`src/logic/vmdac_pkg.sv`:
```
// Constants, field layout and types for the second monitor output configuration block
package vmdac_pkg;

    // ************************************************************
    // Register map
    // ************************************************************
    localparam int unsigned VMDAC_CTRL_INDEX = 'hF6;
    localparam int unsigned VMDAC_STAT_INDEX = 'hF8;
    localparam int unsigned VMDAC_ADDR_W = 12;
    localparam logic [VMDAC_ADDR_W-1:0] VMDAC_CTRL_ADDR = VMDAC_ADDR_W'(VMDAC_CTRL_INDEX * 4);
    localparam logic [VMDAC_ADDR_W-1:0] VMDAC_STAT_ADDR = VMDAC_ADDR_W'(VMDAC_STAT_INDEX * 4);
    localparam int unsigned VMDAC_DATA_W = 32;
    localparam int unsigned VMDAC_BE_W = VMDAC_DATA_W / 8;

    // ************************************************************
    // Control register fields
    // ************************************************************
    localparam int unsigned VMDAC_EXP_LSB = 19;
    localparam int unsigned VMDAC_EXP_W = 4;
    localparam int unsigned VMDAC_FRAC_LSB = 15;
    localparam int unsigned VMDAC_FRAC_W = 4;
    localparam int unsigned VMDAC_POL_BIT = 14;
    localparam int unsigned VMDAC_PTR_LSB = 0;
    localparam int unsigned VMDAC_PTR_W = 14;
    localparam logic [VMDAC_EXP_W-1:0] VMDAC_EXP_RST = 4'h0;
    localparam logic [VMDAC_FRAC_W-1:0] VMDAC_FRAC_RST = 4'h8;
    localparam logic VMDAC_POL_RST = 1'h0;
    localparam logic [VMDAC_PTR_W-1:0] VMDAC_PTR_RST = 14'h0000;

    // ************************************************************
    // Status register fields
    // ************************************************************
    localparam int unsigned VMDAC_STAT_CODE_LSB = 0;
    localparam int unsigned VMDAC_STAT_BUSY_BIT = 16;

    // ************************************************************
    // Arithmetic
    // ************************************************************
    localparam int unsigned VMDAC_VAR_W = 32;
    localparam int unsigned VMDAC_WIDE_W = 48;
    localparam int unsigned VMDAC_CODE_W = 12;
    localparam int unsigned VMDAC_PU_SHIFT = 24;
    localparam int unsigned VMDAC_FRAC_SHIFT = 3;
    localparam logic [VMDAC_CODE_W-1:0] VMDAC_CODE_MAX = 12'hFFF;
    localparam logic [VMDAC_CODE_W-1:0] VMDAC_CODE_RST = 12'h000;
    localparam logic signed [VMDAC_WIDE_W-1:0] VMDAC_ONE_PU = VMDAC_WIDE_W'(1) <<< VMDAC_PU_SHIFT;

    typedef struct packed {
        logic [VMDAC_EXP_W-1:0] exp_gain;
        logic [VMDAC_FRAC_W-1:0] frac_gain;
        logic polarity;
        logic [VMDAC_PTR_W-1:0] pointer;
    } vmdac_cfg_t;

    typedef enum logic [1:0] {
        VMDAC_ST_IDLE = 2'h0,
        VMDAC_ST_WAIT = 2'h1,
        VMDAC_ST_SCALE = 2'h3,
        VMDAC_ST_LOAD = 2'h2
    } vmdac_state_t;

endpackage

```
`src/logic/vmdac_scaler.sv`:
```
// Gain, polarity mapping and saturation of one monitored sample
`timescale 1ns/100ps
module vmdac_scaler
    import vmdac_pkg::*;
(
    input wire logic core_clk_in,
    input wire logic arst_n_in,
    input wire logic start_in,
    input wire logic signed [VMDAC_VAR_W-1:0] var_in,
    input wire vmdac_cfg_t cfg_in,
    output logic [VMDAC_CODE_W-1:0] code_out,
    output logic done_out
);

    // ************************************************************
    // Saturation to the converter range
    // ************************************************************
    function automatic logic [VMDAC_CODE_W-1:0] vmdac_sat(input logic signed [VMDAC_WIDE_W-1:0] v);
        logic signed [VMDAC_WIDE_W-1:0] lim;
        lim = $signed(VMDAC_WIDE_W'(VMDAC_CODE_MAX));
        if (v < 0)
            return '0;
        else if (v > lim)
            return VMDAC_CODE_MAX;
        else
            return v[VMDAC_CODE_W-1:0];
    endfunction

    logic signed [VMDAC_WIDE_W-1:0] wide;
    logic signed [VMDAC_WIDE_W-1:0] scaled;
    logic [VMDAC_CODE_W-1:0] next_code;

    // ************************************************************
    // Scaling
    // ************************************************************
    always_comb
    begin
        wide = VMDAC_WIDE_W'(var_in);
        if (cfg_in.frac_gain != '0)
            scaled = (wide * $signed({1'b0, cfg_in.frac_gain})) >>> VMDAC_FRAC_SHIFT;
        else
            scaled = wide <<< cfg_in.exp_gain;
        // 3 V full scale is reached at one per-unit in both mappings
        if (cfg_in.polarity)
            next_code = vmdac_sat(scaled >>> (VMDAC_PU_SHIFT - VMDAC_CODE_W));
        else
            next_code = vmdac_sat((scaled + VMDAC_ONE_PU) >>> (VMDAC_PU_SHIFT - VMDAC_CODE_W + 1));
    end

    always_ff @(posedge core_clk_in or negedge arst_n_in)
    begin
        if (!arst_n_in)
        begin
            code_out <= VMDAC_CODE_RST;
            done_out <= 1'b0;
        end
        else
        begin
            done_out <= start_in;
            if (start_in)
                code_out <= next_code;
        end
    end

endmodule

```
`src/logic/vmdac_top.sv`:
```
// Second monitor output configuration: register slave, variable fetch loop and converter code
//
// Our own choice: register access over Avalon-MM.
`timescale 1ns/100ps
module vmdac_top
    import vmdac_pkg::*;
(
    input wire logic core_clk_in,
    input wire logic arst_n_in,
    input wire logic [VMDAC_ADDR_W-1:0] avs_address_in,
    input wire logic avs_read_in,
    input wire logic avs_write_in,
    input wire logic [VMDAC_DATA_W-1:0] avs_writedata_in,
    input wire logic [VMDAC_BE_W-1:0] avs_byteenable_in,
    output logic [VMDAC_DATA_W-1:0] avs_readdata_out,
    output logic avs_waitrequest_out,
    output logic [VMDAC_PTR_W-1:0] var_addr_out,
    output logic var_req_out,
    input wire logic [VMDAC_VAR_W-1:0] var_data_in,
    input wire logic var_valid_in,
    output logic [VMDAC_CODE_W-1:0] dac_code_out,
    output logic dac_update_out
);

    // ************************************************************
    // Register image helpers
    // ************************************************************
    function automatic logic [VMDAC_DATA_W-1:0] vmdac_pack(input vmdac_cfg_t c);
        logic [VMDAC_DATA_W-1:0] w;
        w = '0;
        w[VMDAC_EXP_LSB +: VMDAC_EXP_W] = c.exp_gain;
        w[VMDAC_FRAC_LSB +: VMDAC_FRAC_W] = c.frac_gain;
        w[VMDAC_POL_BIT] = c.polarity;
        w[VMDAC_PTR_LSB +: VMDAC_PTR_W] = c.pointer;
        return w;
    endfunction

    function automatic vmdac_cfg_t vmdac_unpack(input logic [VMDAC_DATA_W-1:0] w);
        vmdac_cfg_t c;
        c.exp_gain = w[VMDAC_EXP_LSB +: VMDAC_EXP_W];
        c.frac_gain = w[VMDAC_FRAC_LSB +: VMDAC_FRAC_W];
        c.polarity = w[VMDAC_POL_BIT];
        c.pointer = w[VMDAC_PTR_LSB +: VMDAC_PTR_W];
        return c;
    endfunction

    function automatic logic [VMDAC_DATA_W-1:0] vmdac_merge(input logic [VMDAC_DATA_W-1:0] old_w,
                                                           input logic [VMDAC_DATA_W-1:0] new_w,
                                                           input logic [VMDAC_BE_W-1:0] be);
        logic [VMDAC_DATA_W-1:0] m;
        m = old_w;
        for (int i = 0; i < VMDAC_BE_W; i++)
        begin
            if (be[i])
                m[i*8 +: 8] = new_w[i*8 +: 8];
        end
        return m;
    endfunction

    vmdac_cfg_t cfg;
    vmdac_state_t state;
    logic signed [VMDAC_VAR_W-1:0] sample;
    logic scale_start;
    logic [VMDAC_CODE_W-1:0] scaled_code;
    logic scaled_done;
    logic bus_req;
    logic bus_accept;
    logic [VMDAC_DATA_W-1:0] next_readdata;

    // ************************************************************
    // Avalon-MM slave
    // ************************************************************
    // One wait state on every access: waitrequest drops for exactly one cycle
    assign bus_req = avs_read_in || avs_write_in;
    assign bus_accept = bus_req && !avs_waitrequest_out;

    always_ff @(posedge core_clk_in or negedge arst_n_in)
    begin
        if (!arst_n_in)
            avs_waitrequest_out <= 1'b1;
        else
            avs_waitrequest_out <= !(bus_req && avs_waitrequest_out);
    end

    always_comb
    begin
        next_readdata = '0;
        case (avs_address_in)
            // Gain and polarity fields are write-only and read as zero
            VMDAC_CTRL_ADDR: next_readdata[VMDAC_PTR_LSB +: VMDAC_PTR_W] = cfg.pointer;
            VMDAC_STAT_ADDR:
            begin
                next_readdata[VMDAC_STAT_CODE_LSB +: VMDAC_CODE_W] = dac_code_out;
                next_readdata[VMDAC_STAT_BUSY_BIT] = var_req_out;
            end
            default: next_readdata = '0;
        endcase
    end

    always_ff @(posedge core_clk_in or negedge arst_n_in)
    begin
        if (!arst_n_in)
            avs_readdata_out <= '0;
        else if (avs_read_in && avs_waitrequest_out)
            avs_readdata_out <= next_readdata;
    end

    // ************************************************************
    // Control register
    // ************************************************************
    always_ff @(posedge core_clk_in or negedge arst_n_in)
    begin
        if (!arst_n_in)
        begin
            cfg.exp_gain <= VMDAC_EXP_RST;
            cfg.frac_gain <= VMDAC_FRAC_RST;
            cfg.polarity <= VMDAC_POL_RST;
            cfg.pointer <= VMDAC_PTR_RST;
        end
        else if (bus_accept && avs_write_in && avs_address_in == VMDAC_CTRL_ADDR)
            cfg <= vmdac_unpack(vmdac_merge(vmdac_pack(cfg), avs_writedata_in, avs_byteenable_in));
    end

    // ************************************************************
    // Refresh loop
    // ************************************************************
    // Gain changes take effect on the next sample; no software kick is needed
    always_ff @(posedge core_clk_in or negedge arst_n_in)
    begin
        if (!arst_n_in)
        begin
            state <= VMDAC_ST_IDLE;
            var_req_out <= 1'b0;
            var_addr_out <= VMDAC_PTR_RST;
            sample <= '0;
        end
        else
        begin
            case (state)
                VMDAC_ST_IDLE:
                begin
                    var_req_out <= 1'b1;
                    var_addr_out <= cfg.pointer;
                    state <= VMDAC_ST_WAIT;
                end
                VMDAC_ST_WAIT:
                begin
                    // A fetch that never answers stalls the output at its last code
                    if (var_valid_in)
                    begin
                        var_req_out <= 1'b0;
                        sample <= $signed(var_data_in);
                        state <= VMDAC_ST_SCALE;
                    end
                end
                VMDAC_ST_SCALE: state <= VMDAC_ST_LOAD;
                VMDAC_ST_LOAD:
                begin
                    if (scaled_done)
                        state <= VMDAC_ST_IDLE;
                end
                default: state <= VMDAC_ST_IDLE;
            endcase
        end
    end

    assign scale_start = (state == VMDAC_ST_SCALE);

    vmdac_scaler u_scaler (
        .core_clk_in(core_clk_in),
        .arst_n_in(arst_n_in),
        .start_in(scale_start),
        .var_in(sample),
        .cfg_in(cfg),
        .code_out(scaled_code),
        .done_out(scaled_done)
    );

    always_ff @(posedge core_clk_in or negedge arst_n_in)
    begin
        if (!arst_n_in)
        begin
            dac_code_out <= VMDAC_CODE_RST;
            dac_update_out <= 1'b0;
        end
        else
        begin
            dac_update_out <= (state == VMDAC_ST_LOAD) && scaled_done;
            if ((state == VMDAC_ST_LOAD) && scaled_done)
                dac_code_out <= scaled_code;
        end
    end

    // ************************************************************
    // Assertions
    // ************************************************************
    logic cfg_written;
    logic signed [VMDAC_WIDE_W-1:0] chk_wide;

    always_ff @(posedge core_clk_in or negedge arst_n_in)
    begin
        if (!arst_n_in)
            cfg_written <= 1'b0;
        else if (bus_accept && avs_write_in && avs_address_in == VMDAC_CTRL_ADDR)
            cfg_written <= 1'b1;
    end

    assign chk_wide = VMDAC_WIDE_W'(sample);
endmodule

```
`config.mk`:
```
export PLATFORM = sky130hd
export DESIGN_NAME = vmdac_top
export DESIGN_NICKNAME = d
export VERILOG_FILES = /design/src/logic/vmdac_pkg.sv /design/src/logic/vmdac_scaler.sv /design/src/logic/vmdac_top.sv
export SDC_FILE = /design/constraint.sdc
export NUM_CORES = 1
export LEC_CHECK = 0
export BUFFER_PORTS_ARGS = -buffer_cell sky130_fd_sc_hd__buf_2
export CORE_AREA = 2 2 182 184
export DETAILED_ROUTE_END_ITERATION = 8
export DIE_AREA = 0 0 184 186
export SLEW_MARGIN = 40
export SYNTH_ARGS = -nofsm -noshare
export SYNTH_HDL_FRONTEND = slang
export SYNTH_SLANG_ARGS = --single-unit
```
`constraint.sdc`:
```
create_clock -name core_clk_in -period 8.5 [get_ports core_clk_in]
set_input_delay 1.7 -clock core_clk_in [delete_from_list [all_inputs] [get_ports core_clk_in]]
set_output_delay 1.7 -clock core_clk_in [all_outputs]
set_load 0.03 [all_outputs]
```
==> impl_metrics.tcl, run 1 <==
set metrics [dict create \
    run_status "complete, no violations" \
    final_core_utilization_pct 43.9 \
    firstDrtPassIters 7 \
    synth.avg_cell_area_um2 9.01 \
    critPathArrivalTime_ps 7780 \
    layout_common_cells "sky130_fd_sc_hd__nand2_1 (125), sky130_fd_sc_hd__buf_2 (117), sky130_fd_sc_hd__inv_1 (114), sky130_fd_sc_hd__dfrtp_1 (110), sky130_fd_sc_hd__and2_1 (109)" \
    ys_top_cells_by_area "sky130_fd_sc_hd__dfrtp_1 (22%), sky130_fd_sc_hd__fa_1 (10%), sky130_fd_sc_hd__mux2_2 (7.9%)" \
    antenna_cells 0 \
    ctsHtreeMaxLevel 4 \
    num_vias 10991 \
    clock_skew_after_layout_ps 7.34 \
    fin_tns_setup_ps 0 \
    drive_gt1_share_pct 22.0 \
    timing_worst_slew_pin_value_ps 849 \
    floorplan.die.width_um 184 \
    design.core.area_um2 32200 \
    worst_setup_hold_path_clk_slew_ps 60 \
    cts-hold-fix-buffers 0 \
    synth.largest_area_cell "sky130_fd_sc_hd__dfrtp_1" \
    synth.cell_area_um2 12800 \
    wire_per_inst_um 19.7 \
    maxSlewHeadroom_pct 42.8 \
    timing.critical_path.required_ps 8760 \
    ratio_of_total_power_to_cell_area_nw_per_um2 209 \
    num-nets-final 1707 \
    groute.usage.overall_pct 22.3 \
    layout.filler_cells 3215 \
    remaining_drc_errors 0 \
    total_clock_buffers_created_by_cts 17 \
    avgViaCountPerCell 5.76 \
    worst_setup_path_start_kind "flop" \
    clock_sink_count 114 \
    power.static_leakage_nw 6.71 \
    cts_max_path_buffers 2 \
    timing.reg2reg.worst_path_depth 26 \
    grt_first_pass_wirelength_mm 59.1 \
    routabilityCongestion 0.980 \
    tritoncts "yes" \
    yosys_warnings 0 \
    antenna_found_initial 0 \
    max_freq_ghz 0.133 \
    setup_slack_ps 983 \
    synth-async-reset-ratio_pct 100 \
    worst-r2r-setup-slack_ps 980 \
    post_cts_resize_count 0 \
    ir_worst_vdd_uv 226 \
    layout_commonest_cell "sky130_fd_sc_hd__nand2_1" \
    min_path_type "flop to flop" \
    number_of_i_o_port_buffers 118 \
    design.die.area_um2 34200 \
    finalHoldViolations 0 \
    wl_met2_mm 17.7 \
    chipHeight_um 186 \
    ys.flop_type "sky130_fd_sc_hd__dfrtp_1" \
    peak_fanout_along_the_critical_path 19 \
    met3_length_mm 2.13 \
    boundaryPins 146 \
    yosysTopAreaCellShare_pct 21.9 \
    dp.final_hpwl_mm 29.3 \
    cts_root_buffer "sky130_fd_sc_hd__clkbuf_16" \
    slew_viol_final 0 \
    areaGrowthSynthToFinish_pct 10.6 \
    setup_fix_bufs_post_cts 0 \
    rsz0062_at_grt "false" \
    synth-edff-count 0 \
    maxUsedRoutingLayer "met4" \
    ys_seq_area_share_pct 22.3 \
    timing.max_cap.violations 0 \
    worstSetupEndpointType "flop" \
    start_util_pct 39.7 \
    rows 66 \
    placement.setup.worst_slack_ps 1060 \
    first_global_vias 10667 \
    holdPathStages 2 \
    detail_route.wirelength.met1_mm 16.2 \
    netlist-cell-type-count 90 \
    final_min_period_over_clock_period_pct 88.4 \
    min_period_ps 7520 \
    timing_worst_setup_path_type "flop to flop" \
    total_congestion_overflow_after_global_routing 0 \
    worst_skew_pair.late_latency_ps 420 \
    postRouteWirelength_mm 37.6 \
    yosys_register_bits 114 \
    antenna_violation_net_count_after_detailed_routing 0 \
    setup_viol_count_final 0 \
    pin_count_of_the_biggest_net_entering_global_routing 72 \
    synth_cells 1420 \
    drt_iter0_drc 791 \
]
-- through the flow --
step / instances / cell area [um^2] / hold WS [ps] / power, mW
final: 1907 / 14100 / 478 / 2.95
after global routing: 1907 / 14100 / 492 / 3.11
after CTS: 1907 / 14100 / 476 / 2.95
after detailed placement: 1875 / 13500 / 460 / 2.18
after global placement: 1875 / 13500 / 454 / 2.17
after floorplan: 1436 / 12900 / 468 / 1.75
-- cells by family (layout without fill, tap and decap cells) --
kind of cell | after synthesis | count (layout) | share of synthesized area, %
other | 1 | 17 | 0.0293
XOR/XNOR | 18 | 18 | 1.34
flip-flops | 114 | 114 | 22.3
AO/OA/AOI/OAI | 292 | 292 | 14.8
buffers and inverters | 225 | 288 | 8.16
AND/OR/NAND/NOR | 478 | 478 | 19.3
adder cells (fa/ha/maj) | 136 | 136 | 17.1
multiplexers | 156 | 156 | 17.0
-- per-layer routing --
layer / global-route usage [%] / up-vias
met3: 4.52 / 76
met5: 0 / -
li1: - / 5151
met4: 9.79 / 0
met1: 28.7 / 5389
met2: 36.3 / 375
-- synthesized netlist by cell type, types with 5 or more instances --
master and instances:
sky130_fd_sc_hd__mux2i_1 26, sky130_fd_sc_hd__a211o_1 7, sky130_fd_sc_hd__buf_1 7, sky130_fd_sc_hd__a21o_1 9
sky130_fd_sc_hd__nand2b_1 6, sky130_fd_sc_hd__nor2_1 99, sky130_fd_sc_hd__o31ai_1 5, sky130_fd_sc_hd__nor3_1 28
sky130_fd_sc_hd__and4_1 8, sky130_fd_sc_hd__a211oi_1 11, sky130_fd_sc_hd__xnor2_1 11, sky130_fd_sc_hd__xor2_1 6
sky130_fd_sc_hd__o21a_1 11, sky130_fd_sc_hd__buf_6 6, sky130_fd_sc_hd__o21ai_0 50, sky130_fd_sc_hd__clkbuf_1 48
sky130_fd_sc_hd__ha_1 72, sky130_fd_sc_hd__or4_1 6, sky130_fd_sc_hd__o22ai_1 15, sky130_fd_sc_hd__and3_1 8
sky130_fd_sc_hd__fa_1 64, sky130_fd_sc_hd__nand4_1 16, sky130_fd_sc_hd__o211ai_1 18, sky130_fd_sc_hd__or3_1 9
sky130_fd_sc_hd__nor2b_1 10, sky130_fd_sc_hd__buf_2 19, sky130_fd_sc_hd__a21oi_1 96, sky130_fd_sc_hd__nand2_1 125
sky130_fd_sc_hd__a31oi_1 11, sky130_fd_sc_hd__o211a_1 5, sky130_fd_sc_hd__dfrtp_1 112, sky130_fd_sc_hd__and2_1 109
sky130_fd_sc_hd__or2_2 7, sky130_fd_sc_hd__inv_1 114, sky130_fd_sc_hd__mux4_2 39, sky130_fd_sc_hd__nand3_1 23
sky130_fd_sc_hd__buf_4 24, sky130_fd_sc_hd__a221oi_1 12, sky130_fd_sc_hd__mux2_2 90
-- area by class of cell --
cell class	count	area (um^2)	share of cell area, %
multi-input cells	1097	8970	63.4
flip-flops and latches	114	2860	20.2
repair buffers	139	754	5.33
well taps	408	510	3.61
clock buffers	18	439	3.10
inverters	117	439	3.10
clock inverters	14	176	1.25
-- state kept, by name, summed over array words and instances, names as in the netlist --
register	cells
sample	32
cfg	23
avs_readdata_out	15
var_addr_out	14
dac_code_out	12
u_scaler.code_out	12
state	2
avs_waitrequest_out	1
dac_update_out	1
u_scaler.done_out	1
var_req_out	1
-- where the power goes --
group          internal (mW)  total [mW]  leakage (nW)  switching, mW
registers              0.696        1.02          1.41          0.324
logic                  0.520        1.18          5.00          0.661
clock network          0.472       0.751         0.298          0.279
-- final timing paths --
| check | startpoint | to |
|---|---|---|
| min in group asynchronous | arst_n_in | var_addr_out[0] |
| worst max register to register | cfg[17] | u_scaler.code_out[9] |
| worst min register to register | avs_readdata_out[12] | avs_readdata_out[12] |
| max in group asynchronous | arst_n_in | cfg[19] |
| worst min-delay path | avs_readdata_out[12] | avs_readdata_out[12] |
| worst max-delay path | cfg[17] | u_scaler.code_out[9] |
-- critical path, stage by stage, from the launching register on --
cell and delay (ps):
sky130_fd_sc_hd__dfrtp_1 750, sky130_fd_sc_hd__and2_1 230, sky130_fd_sc_hd__ha_1 260, sky130_fd_sc_hd__fa_1 540
sky130_fd_sc_hd__inv_1 50, sky130_fd_sc_hd__fa_1 530, sky130_fd_sc_hd__inv_1 40, sky130_fd_sc_hd__ha_1 530
sky130_fd_sc_hd__nand2_2 130, sky130_fd_sc_hd__o21ai_0 560, sky130_fd_sc_hd__a22oi_1 210, sky130_fd_sc_hd__o211ai_2 200
sky130_fd_sc_hd__xor2_1 250, sky130_fd_sc_hd__nor2_1 60, sky130_fd_sc_hd__a31oi_1 220, sky130_fd_sc_hd__ha_1 270
sky130_fd_sc_hd__inv_1 100, sky130_fd_sc_hd__nor4_1 290, sky130_fd_sc_hd__o31ai_1 120, sky130_fd_sc_hd__o211ai_1 140
sky130_fd_sc_hd__nand2b_1 280, sky130_fd_sc_hd__o221ai_1 300, sky130_fd_sc_hd__o311ai_0 240, sky130_fd_sc_hd__a2111o_1 450
sky130_fd_sc_hd__nor4_4 270, sky130_fd_sc_hd__buf_4 220, sky130_fd_sc_hd__a31oi_1 90
Note: power is estimated with default switching activity, not from simulation.
==> run 2: changes to the inputs <==
--- a/config.mk
+++ b/config.mk
@@ -6,9 +6,13 @@
 export NUM_CORES = 1
 export LEC_CHECK = 0
 export BUFFER_PORTS_ARGS = -buffer_cell sky130_fd_sc_hd__buf_2
-export CORE_AREA = 2 2 182 184
+export CELL_PAD_IN_SITES_DETAIL_PLACEMENT = 2
+export CELL_PAD_IN_SITES_GLOBAL_PLACEMENT = 2
+export CORE_AREA = 2 2 187 189
 export DETAILED_ROUTE_END_ITERATION = 8
-export DIE_AREA = 0 0 184 186
+export DIE_AREA = 0 0 189 191
+export PLACE_DENSITY_LB_ADDON = 0.1
+export SETUP_SLACK_MARGIN = 0.15
 export SLEW_MARGIN = 40
 export SYNTH_ARGS = -nofsm -noshare
 export SYNTH_HDL_FRONTEND = slang
==> run 2 against run 1 <==
Compared with the run above:
- via count rose by 3.3%
- routed wire length rose by 26%
- final cell count rose by 3.4%
- utilization fell by 1.9 points
- sequential share of layout area fell by 0.25 points
- global-route usage rose by 4.3 points
- clock power fell by 2%
- worst setup slack got worse by 170 ps
- non-clock buffer count rose by 17
==> impl_metrics.tcl, run 2 (synthesis gave the netlist of run 1 again) <==
set metrics [dict create \
    chipHeight_um 191 \
    peak_fanout_along_the_critical_path 35 \
    finalHoldViolations 0 \
    layoutNonFillerInstCount 1971 \
    ctsHtreeMaxLevel 4 \
    power.static_leakage_nw 6.78 \
    postRouteWirelength_mm 47.5 \
    post-place-cells 1939 \
    drive_gt1_share_pct 22.8 \
    first_global_vias 12355 \
    min_path_type "flop to flop" \
    maxSlewHeadroom_pct 42.7 \
    number_of_i_o_port_buffers 118 \
    wire_per_inst_um 24.1 \
    timing_worst_slew_pin_value_ps 850 \
    cts_max_path_buffers 2 \
    worst_setup_path_start_kind "flop" \
    placed_cell_area_um2 13700 \
    design.core.area_um2 34100 \
    r2r-start "cfg[18]" \
    floorplan.die.width_um 189 \
    seq_power_share_pct 32.4 \
    max_freq_ghz 0.130 \
    rows 68 \
    critPathCapture "u_scaler.code_out[9]" \
    firstDrtPassIters 5 \
    power.total_mw 3.12 \
    antenna_cells 0 \
    min_period_ps 7690 \
    cts_root_buffer "sky130_fd_sc_hd__clkbuf_16" \
    worst_setup_hold_path_clk_slew_ps 60 \
    design.die.area_um2 36100 \
    fin_tns_setup_ps 0 \
    cts-hold-fix-buffers 0 \
    critical-path-top-delay-family "compound AO/OA/AOI/OAI gates" \
    timing.critical_path.required_ps 8770 \
    boundaryPins 146 \
    p_sw_mw 1.38 \
    post_cts_resize_count 0 \
    run_status "complete, no violations" \
    dp.final_hpwl_mm 37.0 \
    largest_register_ff_count 32 \
    final_min_period_over_clock_period_pct 90.4 \
    clock_skew_after_layout_ps 6.06 \
    portion_of_total_power_attributed_to_combinational_logic_pct 43.9 \
    final_core_utilization_pct 42.0 \
    avgViaCountPerCell 5.76 \
    critPathLaunch "cfg[18]" \
    layout_commonest_cell "sky130_fd_sc_hd__nand2_1" \
    routabilityCongestion 0.878 \
    clkPwrFrac_pct 23.7 \
    final_cell_area_um2 14300 \
    worst-r2r-setup-slack_ps 810 \
    regToRegEndpoint "u_scaler.code_out[9]" \
    worstSetupEndpointType "flop" \
    critical_path.n_buffers_inverters 4 \
    layout_common_cells "sky130_fd_sc_hd__nand2_1 (125), sky130_fd_sc_hd__buf_2 (117), sky130_fd_sc_hd__inv_1 (114), sky130_fd_sc_hd__and2_1 (109), sky130_fd_sc_hd__dfrtp_1 (109)" \
    clock_sink_count 114 \
    ratio_of_total_power_to_cell_area_nw_per_um2 217 \
    setup_fix_bufs_post_cts 0 \
    remaining_drc_errors 0 \
    worst_path_largest_cell_delay_ps 980 \
    total_clock_buffers_created_by_cts 17 \
    registers.top_by_ff_count "sample" \
    rsz0062_at_grt "false" \
    areaGrowthSynthToFinish_pct 12.0 \
    worst-path-stages 26 \
    drt_iter0_drc 675 \
    grt_first_pass_wirelength_mm 73.8 \
    ir_worst_vdd_uv 245 \
    groute.usage.overall_pct 26.6 \
    critPathArrivalTime_ps 7950 \
    largest_registers "sample (32), cfg (23), avs_readdata_out (15)" \
    timing.reg2reg.worst_path_depth 26 \
    slew_viol_final 0 \
    timing_worst_setup_path_type "flop to flop" \
    timing.max_cap.violations 0 \
    total_congestion_overflow_after_global_routing 0 \
    tritoncts "yes" \
    num_vias 11358 \
    antenna_violation_net_count_after_detailed_routing 0 \
    pin_count_of_the_biggest_net_entering_global_routing 59 \
    cpMaxStageDelayCell "sky130_fd_sc_hd__dfstp_2" \
    p_int_mw 1.73 \
    layout.filler_cells 3783 \
    worst_skew_pair.late_latency_ps 420 \
    num-nets-final 1724 \
    setup_viol_count_final 0 \
    antenna_found_initial 0 \
    start_util_pct 37.5 \
    switching_share_pct 44.4 \
]
run 2: cell types whose count changed in the layout (fill, tap and decap cells not counted), sizes merged:
cell | previous run | this run
buf | 139 | 156
clkinvlp | 2 | 1
inv | 119 | 115
clkbuf | 18 | 23
run 2: routing by layer:
metal	track usage, %	up-vias	part of all wire, %
li1	-	5158	-
met1	34.5	5921	44
met2	46.6	231	50
met3	3.14	48	3.2
met4	7.18	0	2.3
met5	0	-	0
run 2: worst min path at each step:
stage	depth (start not counted)	slack, ps	from	to
final	2	470	avs_readdata_out[12]	avs_readdata_out[12]
after detailed placement	2	470	avs_readdata_out[12]	avs_readdata_out[12]
after floorplan	1	470	state[1]	state[0]
after CTS	2	480	avs_readdata_out[12]	avs_readdata_out[12]
after global routing	1	510	var_addr_out[9]	var_addr_out[9]
after global placement	2	450	avs_readdata_out[12]	avs_readdata_out[12]
run 2: power groups by stage:
stage	registers [mW]	clock network, mW	logic, mW
after global placement	1.01	0	1.29
after CTS	1.01	0.748	1.36
after global routing	1.03	0.769	1.47
final	1.01	0.739	1.37
after floorplan	0.901	0	0.845
after detailed placement	1.02	0	1.34
run 2: final cells by class:
type                       instances  area (um^2)  share of cell area (%)
tap                              455          569                    3.97
inverter                         117          439                    3.07
sequential                       114         2860                    20.0
multi-input combinational       1097         8980                    62.7
clock buffer                      23          468                    3.27
clock inverter                     9          130                   0.908
timing repair buffer             156          882                    6.16
run 2: worst register-to-register path: stages, from the launching register on:
cell and delay, ps:
sky130_fd_sc_hd__dfstp_2 980, sky130_fd_sc_hd__and2_1 240, sky130_fd_sc_hd__ha_1 240, sky130_fd_sc_hd__fa_1 540, sky130_fd_sc_hd__inv_1 60, sky130_fd_sc_hd__fa_1 530
sky130_fd_sc_hd__inv_1 40, sky130_fd_sc_hd__ha_1 430, sky130_fd_sc_hd__a21oi_1 250, sky130_fd_sc_hd__o21ai_0 190, sky130_fd_sc_hd__or2_2 350, sky130_fd_sc_hd__o21ai_1 270
sky130_fd_sc_hd__a21oi_1 140, sky130_fd_sc_hd__a31o_2 290, sky130_fd_sc_hd__nor2_1 210, sky130_fd_sc_hd__ha_1 320, sky130_fd_sc_hd__inv_1 100, sky130_fd_sc_hd__nor4_1 270
sky130_fd_sc_hd__o31ai_1 110, sky130_fd_sc_hd__o211ai_1 150, sky130_fd_sc_hd__nand2b_1 110, sky130_fd_sc_hd__o221ai_1 280, sky130_fd_sc_hd__o311ai_1 300, sky130_fd_sc_hd__a2111o_1 460
sky130_fd_sc_hd__nor4_4 270, sky130_fd_sc_hd__buf_4 250, sky130_fd_sc_hd__a31oi_1 130
run 2: through the flow:
stage          hold WS [ps]  worst slack (ps)
2_1_floorplan           468              2200
3_3_place_gp            455               846
3_5_place_dp            470               849
4_1_cts                 483               819
5_1_grt                 509               375
6_report                469               814
==> run 3: changes to the inputs <==
--- a/config.mk
+++ b/config.mk
@@ -8,12 +8,15 @@
 export BUFFER_PORTS_ARGS = -buffer_cell sky130_fd_sc_hd__buf_2
 export CELL_PAD_IN_SITES_DETAIL_PLACEMENT = 2
 export CELL_PAD_IN_SITES_GLOBAL_PLACEMENT = 2
-export CORE_AREA = 2 2 187 189
+export CORE_AREA = 2 2 190 192
+export CTS_CLUSTER_DIAMETER = 120
 export DETAILED_ROUTE_END_ITERATION = 8
-export DIE_AREA = 0 0 189 191
+export DIE_AREA = 0 0 192 194
+export GPL_ROUTABILITY_DRIVEN = 0
 export PLACE_DENSITY_LB_ADDON = 0.1
 export SETUP_SLACK_MARGIN = 0.15
 export SLEW_MARGIN = 40
 export SYNTH_ARGS = -nofsm -noshare
 export SYNTH_HDL_FRONTEND = slang
+export SYNTH_HIERARCHICAL = 1
 export SYNTH_SLANG_ARGS = --single-unit
==> run 3 against run 2 <==
Compared with the run above:
- sequential share of layout area is 0.14 points lower
- combinational power is 9% lower
- design area is 0.68% higher
- register-to-register slack better by 260 ps
- utilization is 1.0 points lower
- die area is 3.2% higher
- synthesized cell count is 3.1% higher
- critical path depth is 5 lower
- sequential cell count stayed put
- sequential power is 6% lower
- final cell count is 1.8% higher
- first-iteration DRC count is 19% lower
- largest cell class unchanged
- highest routed layer unchanged
==> impl_metrics.tcl, run 3 <==
set metrics [dict create \
    run_status "complete, no violations" \
    final.hold.worst_slack_ps 486 \
    num-nets-final 1754 \
    yosysTopAreaCellShare_pct 21.7 \
    tritoncts "yes" \
    areaGrowthSynthToFinish_pct 11.8 \
    power.static_leakage_nw 6.68 \
    clkPwrFrac_pct 26.4 \
    cts_max_path_buffers 2 \
    synth.avg_cell_area_um2 8.81 \
    ys.flop_type "sky130_fd_sc_hd__dfrtp_1" \
    num_vias 11451 \
    portion_of_total_power_attributed_to_combinational_logic_pct 41.7 \
    dp.final_hpwl_mm 35.3 \
    post_cts_resize_count 0 \
    timing_worst_setup_path_type "flop to flop" \
    antenna_cells 0 \
    finalHoldViolations 0 \
    switching_share_pct 43.8 \
    setup_fix_bufs_post_cts 0 \
    wire_per_inst_um 23.0 \
    wl_met2_mm 22.2 \
    total_congestion_overflow_after_global_routing 0 \
    setup_viol_count_final 0 \
    drt_iter0_drc 548 \
    ys_top_cells_by_area "sky130_fd_sc_hd__dfrtp_1 (22%), sky130_fd_sc_hd__fa_1 (9.9%), sky130_fd_sc_hd__mux2_2 (8.6%)" \
    synth_cells 1464 \
    timing_worst_slew_pin_value_ps 895 \
    design.core.area_um2 35200 \
    maxUsedRoutingLayer "met4" \
    post-place-cells 1975 \
    p_sw_mw 1.31 \
    yosys-top-cells-count "sky130_fd_sc_hd__inv_1 (125), sky130_fd_sc_hd__nand2_1 (125), sky130_fd_sc_hd__and2_1 (114), sky130_fd_sc_hd__dfrtp_1 (112), sky130_fd_sc_hd__mux2_2 (98)" \
    detail_route.wirelength.met1_mm 21.8 \
    synth.largest_area_cell "sky130_fd_sc_hd__dfrtp_1" \
    maxSlewHeadroom_pct 40.0 \
    placement.setup.worst_slack_ps 1220 \
    ys_seq_area_share_pct 22.1 \
    slew_viol_final 0 \
    worst_setup_hold_path_clk_slew_ps 60 \
    chipHeight_um 194 \
    ratio_of_total_power_to_cell_area_nw_per_um2 207 \
    layout.area.seq_um2 2860 \
    min_path_type "flop to flop" \
    first_global_vias 12531 \
    synth-async-reset-ratio_pct 100 \
    critPathArrivalTime_ps 7790 \
    antenna_found_initial 0 \
    number_of_i_o_port_buffers 118 \
    fin_tns_setup_ps 0 \
    met3_length_mm 1.30 \
    total_clock_buffers_created_by_cts 17 \
    grt_first_pass_wirelength_mm 73.2 \
    synth-edff-count 0 \
    firstDrtPassIters 5 \
    design.die.area_um2 37200 \
    cts-hold-fix-buffers 0 \
    ir_worst_vdd_uv 166 \
    final_min_period_over_clock_period_pct 87.4 \
    yosys_warnings 6 \
    largest_registers "sample (32), cfg (23), avs_readdata_out (15)" \
    synth.cell_area_um2 12900 \
    layoutNonFillerInstCount 2007 \
    min_period_ps 7430 \
    timing.critical_path.required_ps 8860 \
    cts_root_buffer "sky130_fd_sc_hd__clkbuf_16" \
    peak_fanout_along_the_critical_path 35 \
    worst_setup_path_start_kind "flop" \
    clock_sink_count 114 \
    floorplan.die.width_um 192 \
    power.total_mw 2.99 \
    yosys_register_bits 114 \
    avgViaCountPerCell 5.71 \
    groute.usage.overall_pct 25.5 \
    registers.top_by_ff_count "sample" \
    worstSetupEndpointType "flop" \
    multi_input_area_um2 9190 \
    seq_power_share_pct 31.9 \
    setup_slack_ps 1070 \
    layout.filler_cells 3927 \
    ctsHtreeMaxLevel 4 \
    worst_skew_pair.late_latency_ps 460 \
    max_freq_ghz 0.135 \
    start_util_pct 36.6 \
    drive_gt1_share_pct 21.4 \
    antenna_violation_net_count_after_detailed_routing 0 \
    p_int_mw 1.68 \
    worst-r2r-setup-slack_ps 1070 \
    pin_count_of_the_biggest_net_entering_global_routing 62 \
    largest_register_ff_count 32 \
    postRouteWirelength_mm 46.1 \
    layout_common_cells "sky130_fd_sc_hd__nand2_1 (125), sky130_fd_sc_hd__inv_1 (125), sky130_fd_sc_hd__buf_2 (117), sky130_fd_sc_hd__and2_1 (113), sky130_fd_sc_hd__dfrtp_1 (109)" \
    netlist-cell-type-count 83 \
    clock_skew_after_layout_ps 21.5 \
    rsz0062_at_grt "false" \
    timing.max_cap.violations 0 \
    remaining_drc_errors 0 \
    rows 69 \
    boundaryPins 146 \
]
[run 3: cell types whose count changed after synthesis, sizes merged, moves of 15 or more]
cell,delta
mux4,-18
a31oi,+17
nor2,-15
a21oi,-22
buf,-18
o21ai,+32
[run 3: final cells by class]
class / instances / share of cell area [%]
timing repair buffer: 133 / 4.92
clock buffer: 21 / 3.19
tap: 461 / 4.00
inverter: 127 / 3.31
sequential: 114 / 19.8
clock inverter: 11 / 1.05
multi-input combinational: 1140 / 63.7
[run 3: through the flow]
step                      utilization [%]  cell area, um^2
final                                40.9            14400
after global routing                 40.9            14400
after CTS                            40.9            14400
after detailed placement             39.2            13800
after global placement               39.1            13800
after floorplan                         -            13000
[run 3: metal layers]
| layer | GRT usage (%) | vias to the layer above |
|---|---|---|
| met5 | 0 | - |
| met4 | 6.81 | 0 |
| met3 | 2.99 | 43 |
| met2 | 42.4 | 197 |
| met1 | 34.8 | 5899 |
| li1 | - | 5312 |
[run 3: cell families after synthesis]
logic type	synth area share [%]
XOR/XNOR	1.02
buffers and inverters	7.37
adder cells (fa/ha/maj)	16.9
multiplexers	15.2
AND/OR/NAND/NOR	20.4
flip-flops	22.1
AO/OA/AOI/OAI	17.0
other	0.0291
[run 3: worst max-delay path, stage by stage (launching register included)]
cell,delay (ps)
sky130_fd_sc_hd__dfstp_2,920
sky130_fd_sc_hd__and2_1,240
sky130_fd_sc_hd__ha_1,250
sky130_fd_sc_hd__fa_1,530
sky130_fd_sc_hd__inv_1,50
sky130_fd_sc_hd__fa_1,520
sky130_fd_sc_hd__inv_1,40
sky130_fd_sc_hd__ha_1,490
sky130_fd_sc_hd__a21oi_1,150
sky130_fd_sc_hd__o21ai_0,690
sky130_fd_sc_hd__o21ai_0,350
sky130_fd_sc_hd__nor3_1,350
sky130_fd_sc_hd__nor2_1,110
sky130_fd_sc_hd__xnor2_1,180
sky130_fd_sc_hd__a21o_1,230
sky130_fd_sc_hd__ha_1,340
sky130_fd_sc_hd__and3_4,230
sky130_fd_sc_hd__a2111o_1,400
sky130_fd_sc_hd__o311a_1,300
sky130_fd_sc_hd__a31oi_2,580
sky130_fd_sc_hd__nor2_1,140
sky130_fd_sc_hd__a31oi_1,220
[run 3: path summary, 6_finish.rpt]
kind / to / start / cells past startpoint
worst max-delay path: u_scaler/code_out[3] / cfg[18] / 21
worst min-delay path: avs_readdata_out[13] / avs_readdata_out[13] / 2
worst max register to register: u_scaler/code_out[3] / cfg[18] / 21
worst min register to register: avs_readdata_out[13] / avs_readdata_out[13] / 2
max in group asynchronous: cfg[19] / arst_n_in / 2
min in group asynchronous: var_addr_out[1] / arst_n_in / 1
[run 3: power groups by stage]
stage | Clock [mW] | Sequential, mW | Combinational [mW]
finish | 0.788 | 0.951 | 1.25
global route | 0.831 | 0.987 | 1.35
CTS | 0.809 | 0.958 | 1.24
detailed placement | 0 | 0.967 | 1.22
global placement | 0 | 0.956 | 1.19
floorplan | 0 | 0.894 | 0.815
